--- src/core/mpc_pkg.sv ---
`default_nettype none
package mpc_pkg;
   // ------------------------------------------------------------
   // register indices; byte address is four times the index
   // ------------------------------------------------------------
   localparam logic [11:0] IDX_MAIN = 12'h0f20;
   localparam logic [11:0] IDX_AUX = 12'h0f21;
   localparam logic [11:0] IDX_DEAD = 12'h0f22;
   localparam logic [11:0] IDX_PERIOD = 12'h0f30;
   localparam logic [11:0] IDX_DUTY0 = 12'h0f31;
   localparam logic [11:0] IDX_OUTDIS = 12'h0f37;
   localparam logic [11:0] IDX_CFG = 12'h0f38;
   localparam logic [11:0] IDX_STATUS = 12'h0f39;
   localparam int NCH = 6;
   // ------------------------------------------------------------
   // reset values
   // ------------------------------------------------------------
   localparam logic [7:0] MAIN_RST = 8'h00;
   localparam logic [7:0] AUX_RST = 8'h00;
   localparam logic [7:0] DEAD_RST = 8'h01;
   localparam logic [15:0] PERIOD_RST = 16'hffff;
   localparam logic [15:0] DUTY_RST = 16'h0000;
   typedef struct packed {
      logic outputs_off_ctl;
      logic selective_disable_ctl;
      logic align_center;
      logic rsv4;
      logic converter_trigger_enable;
      logic rsv2;
      logic values_ready;
      logic modulator_enable;
   } mpc_main_t;
   typedef struct packed {
      logic [1:0] reload_rate;
      logic independent_channels;
      logic pair2_invert;
      logic pair1_invert;
      logic pair0_invert;
      logic [1:0] prescale;
   } mpc_aux_t;
endpackage
`default_nettype wire

--- src/core/mpc_regs.sv ---
// Register access over APB is this design's own decision.
`default_nettype none
module mpc_regs (
   input wire logic pclk,
   input wire logic presetn,
   input wire logic psel,
   input wire logic penable,
   input wire logic pwrite,
   input wire logic [15:0] paddr,
   input wire logic [31:0] pwdata,
   output logic [31:0] prdata,
   output logic pready,
   output logic pslverr,
   input wire logic external_pwm_clock_in,
   output logic [5:0] pwm_out,
   output logic pwm_oe_n,
   output logic adc_trig
);
   // ------------------------------------------------------------
   // register file
   // ------------------------------------------------------------
   mpc_pkg::mpc_main_t main_r;
   mpc_pkg::mpc_aux_t aux_r;
   logic [7:0] dead_r;
   logic [15:0] period_hold_r;
   logic [15:0] duty_hold_r [mpc_pkg::NCH];
   logic [5:0] outdis_r;
   logic clk_ext_r;
   logic [1:0] pres_work_r;
   logic [1:0] rate_work_r;
   logic [15:0] period_work_r;
   logic [15:0] duty_work_r [mpc_pkg::NCH];
   logic [15:0] cnt_r;
   logic dir_down_r;
   logic mod_active_r;
   logic [2:0] pre_cnt_r;
   logic [2:0] rl_cnt_r;
   logic [2:0] sync_r;
   logic ext_lvl_r;
   logic [5:0] raw_prev_r;
   logic [7:0] dt_cnt_r [3];
   logic [31:0] prdata_r;
   logic pslverr_r;
   logic [5:0] pwm_out_r;
   logic adc_trig_r;

   logic wr_en;
   logic [11:0] widx;
   logic [31:0] rd_mux;
   logic rd_hit;
   logic ext_rise;
   logic pwm_tick;
   logic [2:0] pre_mask;
   logic [2:0] rl_mask;
   logic [15:0] per_m1;
   logic period_end;
   logic reload_evt;
   logic [5:0] raw;
   logic [5:0] logic_out;
   logic [5:0] force_off;
   logic [5:0] off_pat;
   logic [5:0] out_nxt;
   logic [2:0] inv;
   logic [2:0] blank;

   assign widx = paddr[13:2];
   assign wr_en = psel && penable && pwrite && (paddr[15:14] == 2'b00) && (paddr[1:0] == 2'b00);
   assign pready = 1'b1;
   assign prdata = prdata_r;
   assign pslverr = pslverr_r;
   assign pwm_out = pwm_out_r;
   assign pwm_oe_n = ~main_r.modulator_enable;
   assign adc_trig = adc_trig_r;
   assign inv = {aux_r.pair2_invert, aux_r.pair1_invert, aux_r.pair0_invert};

   // ------------------------------------------------------------
   // apb read path; data latched in the setup phase
   // ------------------------------------------------------------
   always_comb begin
      rd_mux = 32'h0000_0000;
      rd_hit = (paddr[15:14] == 2'b00) && (paddr[1:0] == 2'b00);
      if (widx == mpc_pkg::IDX_MAIN) begin
         rd_mux[7:0] = main_r;
      end else if (widx == mpc_pkg::IDX_AUX) begin
         rd_mux[7:0] = aux_r;
      end else if (widx == mpc_pkg::IDX_DEAD) begin
         rd_mux[7:0] = dead_r;
      end else if (widx == mpc_pkg::IDX_PERIOD) begin
         rd_mux[15:0] = period_hold_r;
      end else if (widx >= mpc_pkg::IDX_DUTY0 && widx < mpc_pkg::IDX_OUTDIS) begin
         rd_mux[15:0] = duty_hold_r[widx[2:0] - 3'h1];
      end else if (widx == mpc_pkg::IDX_OUTDIS) begin
         rd_mux[5:0] = outdis_r;
      end else if (widx == mpc_pkg::IDX_CFG) begin
         rd_mux[0] = clk_ext_r;
      end else if (widx == mpc_pkg::IDX_STATUS) begin
         rd_mux = {14'h0000, mod_active_r, dir_down_r, cnt_r};
      end else begin
         rd_hit = 1'b0;
      end
   end

   always_ff @(posedge pclk or negedge presetn) begin
      if (!presetn) begin
         prdata_r <= 32'h0000_0000;
         pslverr_r <= 1'b0;
      end else if (psel && !penable) begin
         prdata_r <= rd_mux;
         pslverr_r <= !rd_hit;
      end
   end

   // ------------------------------------------------------------
   // software writes
   // ------------------------------------------------------------
   always_ff @(posedge pclk or negedge presetn) begin
      if (!presetn) begin
         main_r <= mpc_pkg::MAIN_RST;
      end else if (wr_en && widx == mpc_pkg::IDX_MAIN) begin
         main_r <= pwdata[7:0];
      end else if (reload_evt && main_r.values_ready) begin
         // transfer done; a same-cycle write above wins
         main_r.values_ready <= 1'b0;
      end
   end

   always_ff @(posedge pclk or negedge presetn) begin
      if (!presetn) begin
         aux_r <= mpc_pkg::AUX_RST;
      end else if (wr_en && widx == mpc_pkg::IDX_AUX) begin
         aux_r[7:6] <= pwdata[7:6];
         aux_r[4:0] <= pwdata[4:0];
         if (!main_r.modulator_enable) begin
            aux_r.independent_channels <= pwdata[5];
         end
      end
   end

   always_ff @(posedge pclk or negedge presetn) begin
      if (!presetn) begin
         dead_r <= mpc_pkg::DEAD_RST;
      end else if (wr_en && widx == mpc_pkg::IDX_DEAD && !main_r.modulator_enable) begin
         dead_r <= pwdata[7:0];
      end
   end

   always_ff @(posedge pclk or negedge presetn) begin
      if (!presetn) begin
         period_hold_r <= mpc_pkg::PERIOD_RST;
         outdis_r <= 6'h00;
         clk_ext_r <= 1'b0;
         for (int i = 0; i < mpc_pkg::NCH; i++) begin
            duty_hold_r[i] <= mpc_pkg::DUTY_RST;
         end
      end else if (wr_en) begin
         if (widx == mpc_pkg::IDX_PERIOD) begin
            period_hold_r <= pwdata[15:0];
         end else if (widx >= mpc_pkg::IDX_DUTY0 && widx < mpc_pkg::IDX_OUTDIS) begin
            duty_hold_r[widx[2:0] - 3'h1] <= pwdata[15:0];
         end else if (widx == mpc_pkg::IDX_OUTDIS) begin
            outdis_r <= pwdata[5:0];
         end else if (widx == mpc_pkg::IDX_CFG) begin
            clk_ext_r <= pwdata[0];
         end
      end
   end

   // ------------------------------------------------------------
   // clock source and prescaler
   // ------------------------------------------------------------
   always_ff @(posedge pclk or negedge presetn) begin
      if (!presetn) begin
         sync_r <= 3'h0;
         ext_lvl_r <= 1'b0;
      end else begin
         sync_r <= {sync_r[1:0], external_pwm_clock_in};
         if (sync_r[1] == sync_r[2]) begin
            ext_lvl_r <= sync_r[2];
         end
      end
   end

   // a level counts only once stages two and three agree
   assign ext_rise = (sync_r[1] == sync_r[2]) && sync_r[2] && !ext_lvl_r;

   always_comb begin
      case (pres_work_r)
         2'b00: pre_mask = 3'h0;
         2'b01: pre_mask = 3'h1;
         2'b10: pre_mask = 3'h3;
         default: pre_mask = 3'h7;
      endcase
   end

   assign pwm_tick = (!clk_ext_r || ext_rise) && ((pre_cnt_r & pre_mask) == pre_mask);

   always_ff @(posedge pclk or negedge presetn) begin
      if (!presetn) begin
         pre_cnt_r <= 3'h0;
      end else if (!main_r.modulator_enable) begin
         pre_cnt_r <= 3'h0;
      end else if (!clk_ext_r || ext_rise) begin
         pre_cnt_r <= pwm_tick ? 3'h0 : pre_cnt_r + 3'h1;
      end
   end

   // ------------------------------------------------------------
   // master counter
   // ------------------------------------------------------------
   assign per_m1 = (period_work_r == 16'h0000) ? 16'h0000 : period_work_r - 16'h0001;
   // centre mode: period ends at the bottom turn of the triangle
   assign period_end = main_r.modulator_enable && pwm_tick &&
                       (main_r.align_center ? (dir_down_r && cnt_r == 16'h0000) : (cnt_r >= per_m1));

   always_ff @(posedge pclk or negedge presetn) begin
      if (!presetn) begin
         cnt_r <= 16'h0000;
         dir_down_r <= 1'b0;
      end else if (!main_r.modulator_enable) begin
         cnt_r <= 16'h0000;
         dir_down_r <= 1'b0;
      end else if (pwm_tick) begin
         if (!main_r.align_center) begin
            cnt_r <= (cnt_r >= per_m1) ? 16'h0000 : cnt_r + 16'h0001;
            dir_down_r <= 1'b0;
         end else if (dir_down_r) begin
            if (cnt_r == 16'h0000) begin
               dir_down_r <= 1'b0;
            end else begin
               cnt_r <= cnt_r - 16'h0001;
            end
         end else if (cnt_r >= per_m1) begin
            dir_down_r <= 1'b1;
         end else begin
            cnt_r <= cnt_r + 16'h0001;
         end
      end
   end

   // ------------------------------------------------------------
   // reload scheduling and working registers
   // ------------------------------------------------------------
   always_comb begin
      case (rate_work_r)
         2'b00: rl_mask = 3'h0;
         2'b01: rl_mask = 3'h1;
         2'b10: rl_mask = 3'h3;
         default: rl_mask = 3'h7;
      endcase
   end

   assign reload_evt = period_end && ((rl_cnt_r & rl_mask) == rl_mask);

   always_ff @(posedge pclk or negedge presetn) begin
      if (!presetn) begin
         rl_cnt_r <= 3'h0;
         rate_work_r <= 2'b00;
      end else if (!main_r.modulator_enable) begin
         rl_cnt_r <= 3'h0;
         rate_work_r <= aux_r.reload_rate;
      end else if (period_end) begin
         rl_cnt_r <= reload_evt ? 3'h0 : rl_cnt_r + 3'h1;
         rate_work_r <= aux_r.reload_rate;
      end
   end

   always_ff @(posedge pclk or negedge presetn) begin
      if (!presetn) begin
         pres_work_r <= 2'b00;
         period_work_r <= mpc_pkg::PERIOD_RST;
         for (int i = 0; i < mpc_pkg::NCH; i++) begin
            duty_work_r[i] <= mpc_pkg::DUTY_RST;
         end
      end else if (reload_evt && main_r.values_ready) begin
         pres_work_r <= aux_r.prescale;
         period_work_r <= period_hold_r;
         for (int i = 0; i < mpc_pkg::NCH; i++) begin
            duty_work_r[i] <= duty_hold_r[i];
         end
      end
   end

   always_ff @(posedge pclk or negedge presetn) begin
      if (!presetn) begin
         mod_active_r <= 1'b0;
      end else if (!main_r.outputs_off_ctl) begin
         mod_active_r <= 1'b0;
      end else if (reload_evt) begin
         mod_active_r <= 1'b1;
      end
   end

   // ------------------------------------------------------------
   // compare, dead time, polarity and forcing
   // ------------------------------------------------------------
   always_comb begin
      for (int i = 0; i < mpc_pkg::NCH; i++) begin
         raw[i] = cnt_r < duty_work_r[i];
      end
   end

   always_ff @(posedge pclk or negedge presetn) begin
      if (!presetn) begin
         raw_prev_r <= 6'h00;
         for (int p = 0; p < 3; p++) begin
            dt_cnt_r[p] <= 8'h00;
         end
      end else begin
         raw_prev_r <= raw;
         for (int p = 0; p < 3; p++) begin
            if (raw[2*p] != raw_prev_r[2*p]) begin
               // the change cycle is the first blanked tick, so load one less
               dt_cnt_r[p] <= (dead_r == 8'h00) ? 8'h00 : dead_r - 8'h01;
            end else if (pwm_tick && dt_cnt_r[p] != 8'h00) begin
               dt_cnt_r[p] <= dt_cnt_r[p] - 8'h01;
            end
         end
      end
   end

   always_comb begin
      for (int p = 0; p < 3; p++) begin
         // the change cycle itself is blanked when dead time is non-zero, so no overlap leaks out
         blank[p] = (dt_cnt_r[p] != 8'h00) || ((raw[2*p] != raw_prev_r[2*p]) && dead_r != 8'h00);
         if (aux_r.independent_channels) begin
            logic_out[2*p] = raw[2*p];
            logic_out[2*p+1] = raw[2*p+1];
         end else begin
            logic_out[2*p] = raw[2*p] && !blank[p];
            logic_out[2*p+1] = !raw[2*p] && !blank[p];
         end
      end
      for (int i = 0; i < mpc_pkg::NCH; i++) begin
         force_off[i] = !main_r.modulator_enable || !main_r.outputs_off_ctl || !mod_active_r ||
                        (main_r.selective_disable_ctl && outdis_r[i]);
         off_pat[i] = inv[i/2];
         out_nxt[i] = (logic_out[i] && !force_off[i]) ^ inv[i/2];
      end
   end

   always_ff @(posedge pclk or negedge presetn) begin
      if (!presetn) begin
         pwm_out_r <= 6'h00;
         adc_trig_r <= 1'b0;
      end else begin
         pwm_out_r <= out_nxt;
         adc_trig_r <= period_end && main_r.converter_trigger_enable;
      end
   end
endmodule
`default_nettype wire

--- config.mk ---
export PLATFORM = sky130hd
export DESIGN_NAME = mpc_regs
export DESIGN_NICKNAME = d
export VERILOG_FILES = /design/src/core/mpc_pkg.sv /design/src/core/mpc_regs.sv
export SDC_FILE = /design/constraint.sdc
export NUM_CORES = 1
export LEC_CHECK = 0
export ABC_AREA = 1
export BUFFER_PORTS_ARGS = -buffer_cell sky130_fd_sc_hd__buf_2
export CORE_MARGIN = 5
export CORE_UTILIZATION = 45
export CTS_BUF_LIST = sky130_fd_sc_hd__clkbuf_4
export DETAILED_ROUTE_END_ITERATION = 12
export GPL_ROUTABILITY_DRIVEN = 1
export PLACE_DENSITY = 0.61
export SYNTH_ARGS = -nofsm -noshare
export SYNTH_HDL_FRONTEND = slang
export SYNTH_SLANG_ARGS = --single-unit
export TNS_END_PERCENT = 5
--- constraint.sdc ---
create_clock -name pclk -period 9.7 [get_ports pclk]
set_input_delay 1.94 -clock pclk [delete_from_list [all_inputs] [get_ports pclk]]
set_output_delay 1.94 -clock pclk [all_outputs]
set_load 0.01 [all_outputs]
==> impl_summary.md, run 1 <==
Synthesis
Of the total synthesized cell area, the portion taken by XOR and XNOR cells is 0.0167. After synthesis, the share of cell area in mux cells is 0.000515. By area the synthesized netlist is led by dfrtp_1 (40%), nand2_1 (14%), o21ai_0 (9.0%). The predominant post-synthesis flop cell is dfrtp_1. The cell taking the most area after synthesis is dfrtp_1. The share of the synthesized area in compound gates (AO/OA/AOI/OAI) was 0.147. The share of the yosys chip area belonging to registers is 0.440.

Of the total synthesized cell area, the portion taken by AND, OR, NAND and NOR gates is 0.215. Of the post-synthesis cell area, the dominant cell type holds 0.396. In the synthesized netlist the async set-or-reset flop fraction comes to 1.00. Ranked by instance count, the synthesized netlist is headed by nand2_1 (708), inv_1 (379), o21ai_0 (348). The synthesized netlist contains 41 unique library cells. The adder and majority gate portion of the synthesized area is 0.0812.

A synthesized cell averages around 7.6 µm². Summing every instance area after synthesis gives 19400 µm². The number of enable-type register cells in the synthesized netlist is 0. nand2_1 is the most common cell in the netlist. Yosys printed 0 warnings.

Synthesis produced a netlist whose cell count is ~2600. After synthesis, the largest family of logic cells by area is simple AND/OR/NAND/NOR gates. In this run, synthesis produced a sequential element count of 340.

Run
The max-cap check violation count is 0.

Timing
The maximum frequency from static timing analysis is between 150 and 200 MHz. Setup total negative slack on the finished layout was measured at 0 ns. The actual transition at the worst max-transition pin is roughly 1.2 ns. The period utilization is 0.552. Across the routed clock network, the largest skew measured is 0.0727 ns. The final-report max-slew violation count is 0. The clock period minus final worst setup slack is roughly 5.4 ns.

Headroom to the max-slew limit came out at 0.201. Across all setup checks in the final design, the least slack found is around 4.3 ns. The count of endpoints failing hold in the final timing report was 0.

The total setup violations reported at the end of the flow is 0. Setup repair after global routing left no endpoint under its margin.

Placed design
At the end of routability-driven placement, the weighted congestion stood at slightly below 1. The wire-length estimate of the detail-placed layout is 41.4 mm. The worst-case setup slack after placement is approximately 3.5 ns. The number of placed instances, taps included is between 3000 and 4000. During placement, the flow inserted port buffers numbering between 60 and 70.

Clock tree
The number of instances resized during post-cts repair is 0. The maximum level of the CTS H-tree is 3. The buffer cell driving the clock tree root is clkbuf_4. The clock latency on the worst-skew pair is around 0.87 ns. After clock tree synthesis, the flow added hold-fix buffers numbering 0.

In this run the deepest clock path goes through 3 buffers. The number of clock buffers added by TritonCTS is 95. After clock tree synthesis, the setup repair step added 0 buffers. The clock slew seen by the registers of the worst setup and hold paths is ~0.060 ns. The CTS tree is built. The CTS sink count is 340.

Drt
The number of nets with antenna violations after routing is 0. The routed design has about 58 mm of wire. The number of vias in the routed layout is about 17000. The routed wirelength normalized by instance count is 17.4 µm.

The first detailed-routing pass took 6 iterations. The number of vias per cell after detailed routing is between 5 and 6. After detailed routing, the number of remaining DRC violations is 0. The first routing iteration left about 1500 violations.

Pwr
The reported leakage power is ~0.010 µW. The power density relative to cell area is about 130 nW/µm². The worst IR drop on VDD is 0.0000858 V. The power after layout is between 2000 and 3000 µW.

Die
The starting utilization of the core area is 0.453. From left edge to right edge, the die measures between 200 and 250 µm. The number of ports placed on the die boundary is 96. The floorplan has between 70 and 80 rows. After floorplanning, the core was sized to cover roughly 43000 µm². The die covers about 47000 µm². The die is approximately 220 µm tall.

Worst hold path
The end of the worst hold path is sync_r[1]$_DFF_PN0_. The classification of the worst-slack hold path is flop to flop. The depth of the worst hold-timing path is 0. The worst hold path begins at sync_r[0]$_DFF_PN0_.

Setup path
In this design, the critical path's most frequently occurring cell is nand2_1. The number of cells on the worst reg-to-reg path is 21. The critical register-to-register path endpoint is duty_work_r[1]$_DFFE_PN0P_. For this design, the slowest cell found on the critical path is buf_4. In this design, the largest share of critical-path delay is due to simple AND/OR/NAND/NOR gates. The largest single stage delay on the critical path is 0.81 ns. The number of buffer and inverter instances along the worst setup path is 4. The kind of end point of the critical path is a flop. Data on the critical path is required at its endpoint by 10.37 ns. The signal on the critical path passes through inv_1 -> nand2_1 -> nor2_1 -> nand3_1 -> nor3_1 -> nand2_1 -> nor3_1 -> xor2_1 -> nand2_1 -> ha_1 -> nand2_1 -> inv_1 -> nor2_1 -> o21ai_0 -> a21oi_1 -> nand4_1 -> nand2_1 -> inv_2 -> nand3_4 -> buf_4 -> o21ai_0. The slack of the worst reg-to-reg path is about 4.3 ns.

The arrival time at the worst endpoint is around 6.0 ns. The reg-to-reg startpoint is period_work_r[0]$_DFFE_PN1P_. STA classifies the critical path startpoint as a flop. The critical setup path kind is flop to flop. Of all nets on the critical path, the largest fanout is ~100.

Global route
After global routing the overflow that remains totals 0. The first-pass GRT wire length is 91.5 mm. The initial antenna violation count is 3. The global-route usage over all layers is 0.246. The number of global-route vias before repair is between 15000 and 20000. Entering global routing, the biggest net connects approximately 170 pins.

Cells and area
The utilization after layout is 0.498. In the final layout, the share of cells above drive strength 1 is 0.102. The final instance count without filler cells is approximately 3300. From synthesis to final layout, the design area changed by 10.0%. The net count of the finished layout is ~2800.

Status
The flow ran to the end, and the final reports show no timing, DRC or antenna violations.
[kinds of logic (layout without fill, tap and decap cells)]
family / count (synthesis) / after routing
compound gates: 545 / 545
xor+xnor: 37 / 37
fa+ha+maj: 126 / 126
buf+inv: 488 / 636
flops: 340 / 340
mux: 1 / 1
other cells: 2 / 19
simple gates: 1016 / 1016
[cell type report]
type,count,area (µm²)
Multi-Input combinational cell,1740,8990
Tap cell,585,732
Fill cell,4317,21500
Clock buffer,135,1010
Sequential cell,340,8550
Clock inverter,41,195
Timing Repair Buffer,76,433
Inverter,384,1440
Antenna cell,4,10.0
[state kept, by name (all words and copies together), names as in the netlist]
signal and cells:
pres_work_r 2, duty_hold_r 96, rl_cnt_r 3, raw_prev_r 3, rate_work_r 2, period_work_r 16, outdis_r 6, pslverr 1
aux_r 8, prdata 18, duty_work_r 96, cnt_r 16, main_r 8, pre_cnt_r 3, ext_lvl_r 1, period_hold_r 16
adc_trig 1, dead_r 8, sync_r 3, clk_ext_r 1, pwm_out 6, dt_cnt_r 24, dir_down_r 1, mod_active_r 1
[through the flow]
| step | hold WS (ns) | instance area, µm² |
|---|---|---|
| final | 0.344 | 21400 |
| after global routing | 0.364 | 21400 |
| after CTS | 0.349 | 21400 |
| after detailed placement | 0.336 | 20100 |
| after global placement | 0.336 | 20100 |
| after floorplan | 0.331 | 19500 |
[worst max-delay path by stage]
stage | start | endpoint | slack (ns) | depth (start not counted)
after global routing | period_work_r[2]$_DFFE_PN1P_ | duty_work_r[49]$_DFFE_PN0P_ | 3.89 | 22
after CTS | period_work_r[0]$_DFFE_PN1P_ | duty_work_r[1]$_DFFE_PN0P_ | 4.43 | 21
after detailed placement | paddr[2] | duty_hold_r[56]$_DFFE_PN0P_ | 3.55 | 11
after floorplan | paddr[2] | prdata[10]$_DFFE_PN0P_ | 5.86 | 13
after global placement | paddr[2] | duty_hold_r[50]$_DFFE_PN0P_ | 3.69 | 11
final | period_work_r[0]$_DFFE_PN1P_ | duty_work_r[1]$_DFFE_PN0P_ | 4.35 | 21
[power breakdown]
group / internal, µW / switching, µW
Combinational: 18.6 / 88.0
Clock: 671 / 643
Sequential: 1420 / 0.572
Total: 2110 / 732
[per-layer routing]
layer	global-route usage	routed length, µm	vias up
met2	0.378	25500	573
met3	0.0497	3890	144
met4	0.104	2380	0
li1	-	-	8448
met1	0.340	25900	8190
met5	0	0	-
[placed cells by master, fill, tap and decap left out, types with 10 or more instances in the layout]
| cell | instances |
|---|---|
| conb_1 | 15 |
| buf_2 | 63 |
| xnor2_1 | 10 |
| dfrtp_1 | 307 |
| dfstp_2 | 33 |
| nand3_1 | 88 |
| nor3_1 | 25 |
| nand4_1 | 34 |
| clkinv_1 | 33 |
| o22ai_1 | 12 |
| xor2_1 | 27 |
| ha_1 | 126 |
| o211ai_1 | 10 |
| clkbuf_4 | 135 |
| buf_4 | 11 |
| o21ai_0 | 348 |
| a21oi_1 | 110 |
| nor4_1 | 12 |
| nand2_1 | 708 |
| nor2_1 | 127 |
| inv_1 | 379 |
| o21ai_1 | 36 |
No activity file was read; power rests on OpenSTA's default activity.
==> run 2: changes to the inputs <==
ABC_AREA = 0   (was 1)
PLACE_DENSITY = 0.63   (was 0.61)
clock period = 4.8 ns   (was 9.7 ns; I/O delays follow)
==> run 2 against run 1 <==
Compared with the run above: die area about the same; critical path depth down 5; global-route usage down 1.4 points; sequential power up 140%; clock-buffer cell count up 7; clock power up 100%; critical path type unchanged.
==> impl_summary.md, run 2 <==
Synthesis
The synthesized cell area is around 19000 µm². The portion of synthesized cell area occupied by the leading cell type is 0.396. The cell with the most instances after synthesis is dfrtp_1.

The count of different cell masters after synthesis is between 70 and 80. The cell taking the most area after synthesis is dfrtp_1. For this run, the register share of the synthesized area comes to 0.440. Counting instances in the post-synthesis netlist gives the leading cell types as dfrtp_1 (307), mux2_2 (200), ha_1 (126). A synthesized cell averages around 11 µm². Ranked by total cell area, the synthesized netlist is headed by dfrtp_1 (40%), mux2_2 (12%), ha_1 (8.1%). The predominant post-synthesis flop cell is dfrtp_1. Yosys mapped a number of flops with a built-in enable equal to 0. In the synthesized netlist, the number of instances is between 1500 and 2000. In this run, synthesis produced a sequential element count of 340. The number of warning messages in the yosys log is 0. Counting flops with an async set or reset pin after synthesis yields a share of 1.00.

Drt
After detailed routing, the total wire length is about 54 mm. The DRC violation total after the first TritonRoute iteration is approximately 1200. The routed wirelength normalized by instance count is about 21 µm.

The number of remaining DRC errors is 0. The pre-antenna-repair detailed-routing pass consisted of 7 iterations. The number of nets with antenna violations after routing is 0. Using the TritonRoute via totals, the vias-per-cell ratio works out to 5.67. The number of vias in the routed layout is 14400.

Timing
The post-route setup TNS is 0 ns. Setup violations remaining at the end of the flow were counted as 0. The final-report max-slew violation count came to 0. In the finished design, the share of the clock period the worst path needs comes to 0.933.

The maximum frequency from static timing analysis is roughly 220 MHz. In this run the tightest slew margin relative to its limit is 0.141. The clock period minus final worst setup slack is around 4.5 ns.

The count of endpoints failing hold in the final timing report came to 0. Setup repair after global routing left no endpoint under its margin. The actual transition at the worst max-transition pin is ~1.3 ns.

Clock skew on the completed layout was measured at around 0.047 ns.

Cells and area
Counting the fill cells in the layout gives a little under 4000. The layout overhead on the synthesized area is 11.6%. Leaving out fill and tap cells, the most frequent cells in the layout are dfrtp_1 (307), mux2_2 (200), clkbuf_4 (142). The net count of the finished layout is 2053. The area taken by flip-flops and latches is about 8500 µm². The largest registers in the layout are duty_hold_r (96), duty_work_r (96), dt_cnt_r (24). The proportion of layout cells with a drive suffix above 1 is 0.298. Summing all multi-input logic gate instances after layout gives ~10000 µm².

The library cell used most frequently in the layout, excluding fill and tap cells, is dfrtp_1. Once layout is complete, the utilization of the core stands at 0.505.

Clock tree
Counting every sink on the clock net gives 340. Clock latency on the worst-skew pair, taken at its later pin, is between 0.8 and 0.9 ns. In this run, CTS created clock tree buffers numbering 92. Post-CTS timing repair inserted 0 buffers for setup. Post-CTS repair changed the size of 0 cells. The buffer cell driving the clock tree root is clkbuf_4. The number of hold buffers added after cts is 0. The longest clock path from root to sink contains 3 buffers. The CTS tree is built.

After clock tree synthesis, the clock-pin slew on the worst setup and hold paths is 0.07 ns. The maximum level of the CTS H-tree is 3.

Global route
The first-pass GRT wire length is ~86 mm. The number of global-route vias before repair is around 15000. Across every metal layer, demand over resource in global routing totals 0.232. The initial antenna violation count is 2. Entering global routing, the biggest net connects 108 pins. Global routing finished with a remaining overflow of 0.

Die
The overall die width is roughly 220 µm. The total die area is roughly 47000 µm². The core region area is roughly 43000 µm². The die span in y is about 220 µm. The number of standard-cell rows in the floorplan is 76.

The starting utilization of the core area is 0.453. The number of ports placed on the die boundary is 96.

Placed design
The count of buffers added on input and output ports is 64. The routability-driven placement congestion ratio is 0.892. The post-DP HPWL is 38.7 mm.

Setup path
The endpoint identified for the worst register-to-register timing path is duty_work_r[26]$_DFFE_PN0P_. The type of origin of the critical path is a flop. The worst register-to-register path begins at period_work_r[9]$_DFFE_PN1P_. The worst register-to-register path has a depth of 16. The kind of end point of the critical path is a flop.

Setup slack on the worst reg-to-reg path comes out at approximately 0.32 ns. The critical path in this run is classified as flop to flop. The maximum fanout along the worst path is 30.

STA puts the critical path data required time at 5.46 ns. The arrival time at the worst endpoint is a little over 5 ns.

Status
The run finished with clean final reports.

Pwr
The power density relative to cell area is 419 nW/µm². The reported leakage power is about 0.010 µW. Across the VDD grid, the largest voltage drop is 0.000306 V.

Worst hold path
The path class of the tightest hold or removal check is primary input to asynchronous set/reset pin.

Run
The tool flagged a number of max-cap violations equal to 0.
==> run 2: where the power goes <==
group          switching, µW  internal (µW)  leakage (µW)
combinational           1740           1290       0.00512
clock                   1270           1400      0.000725
sequential               338           3030       0.00455
total                   3350           5720        0.0104
==> run 2: worst max-delay path by stage <==
stage / end / slack (ns) / startpoint / depth (start not counted)
after floorplan: duty_hold_r[10]$_DFFE_PN0P_ / 0.48 / paddr[2] / 14
after global placement: duty_work_r[8]$_DFFE_PN0P_ / 0.39 / period_work_r[9]$_DFFE_PN1P_ / 16
after detailed placement: duty_work_r[26]$_DFFE_PN0P_ / 0.36 / period_work_r[9]$_DFFE_PN1P_ / 15
after CTS: duty_work_r[26]$_DFFE_PN0P_ / 0.32 / period_work_r[9]$_DFFE_PN1P_ / 15
after global routing: duty_work_r[8]$_DFFE_PN0P_ / 0.004 / period_work_r[9]$_DFFE_PN1P_ / 16
final: duty_work_r[26]$_DFFE_PN0P_ / 0.32 / period_work_r[9]$_DFFE_PN1P_ / 16
==> run 2: cell type report <==
cell class              instances  area share
flip-flops and latches        340       0.395
diodes                          2    0.000231
clock buffers                 142      0.0492
well taps                     585      0.0338
repair buffers                108      0.0345
multi-input cells            1208       0.459
clock inverters                31     0.00693
inverters                     123      0.0213
==> run 2: stage by stage <==
step	std cells	hold WS [ns]	worst slack, ns	area, µm²	total power [µW]
floorplan	1770	0.331	0.478	19500	5310
global placement	2364	0.367	0.394	20400	6320
detailed placement	2364	0.369	0.359	20400	6410
CTS	2537	0.0109	0.325	21700	9150
global route	2539	0.0276	0.00358	21700	9680
finish	2539	0.0877	0.322	21700	9070
==> run 2: kinds of logic after synthesis <==
group	after synthesis	share of synthesized area
and+or+nand+nor	397	0.104
DFF	340	0.440
muxes	319	0.202
AOI/OAI and AO/OA	300	0.0997
buffers and inverters	222	0.0502
adders and majority gates	126	0.0812
xor gates and xnor gates	51	0.0230
other	2	0.000387
==> run 2: worst max-delay path, cell delays in order, from the launching register on <==
cell and delay (ns):
dfstp_2 0.38, or4_1 0.56, or3_1 0.38, nor4_1 0.18, buf_4 0.16, nand4_1 0.15
buf_4 0.22, nand2_1 0.06, ha_1 0.25, a21oi_1 0.15, a21oi_1 0.08, a211oi_1 0.41
o21a_1 0.27, o21ai_4 0.08, nand3_4 0.33, buf_12 0.28, mux2_2 0.36
==> run 2: layer usage <==
| layer | vias up | part of all wire | global-route usage |
|---|---|---|---|
| met5 | - | 0 | 0 |
| met4 | 0 | 0.029 | 0.0768 |
| met3 | 114 | 0.065 | 0.0490 |
| met2 | 461 | 0.46 | 0.368 |
| met1 | 7247 | 0.45 | 0.320 |
| li1 | 6577 | - | - |
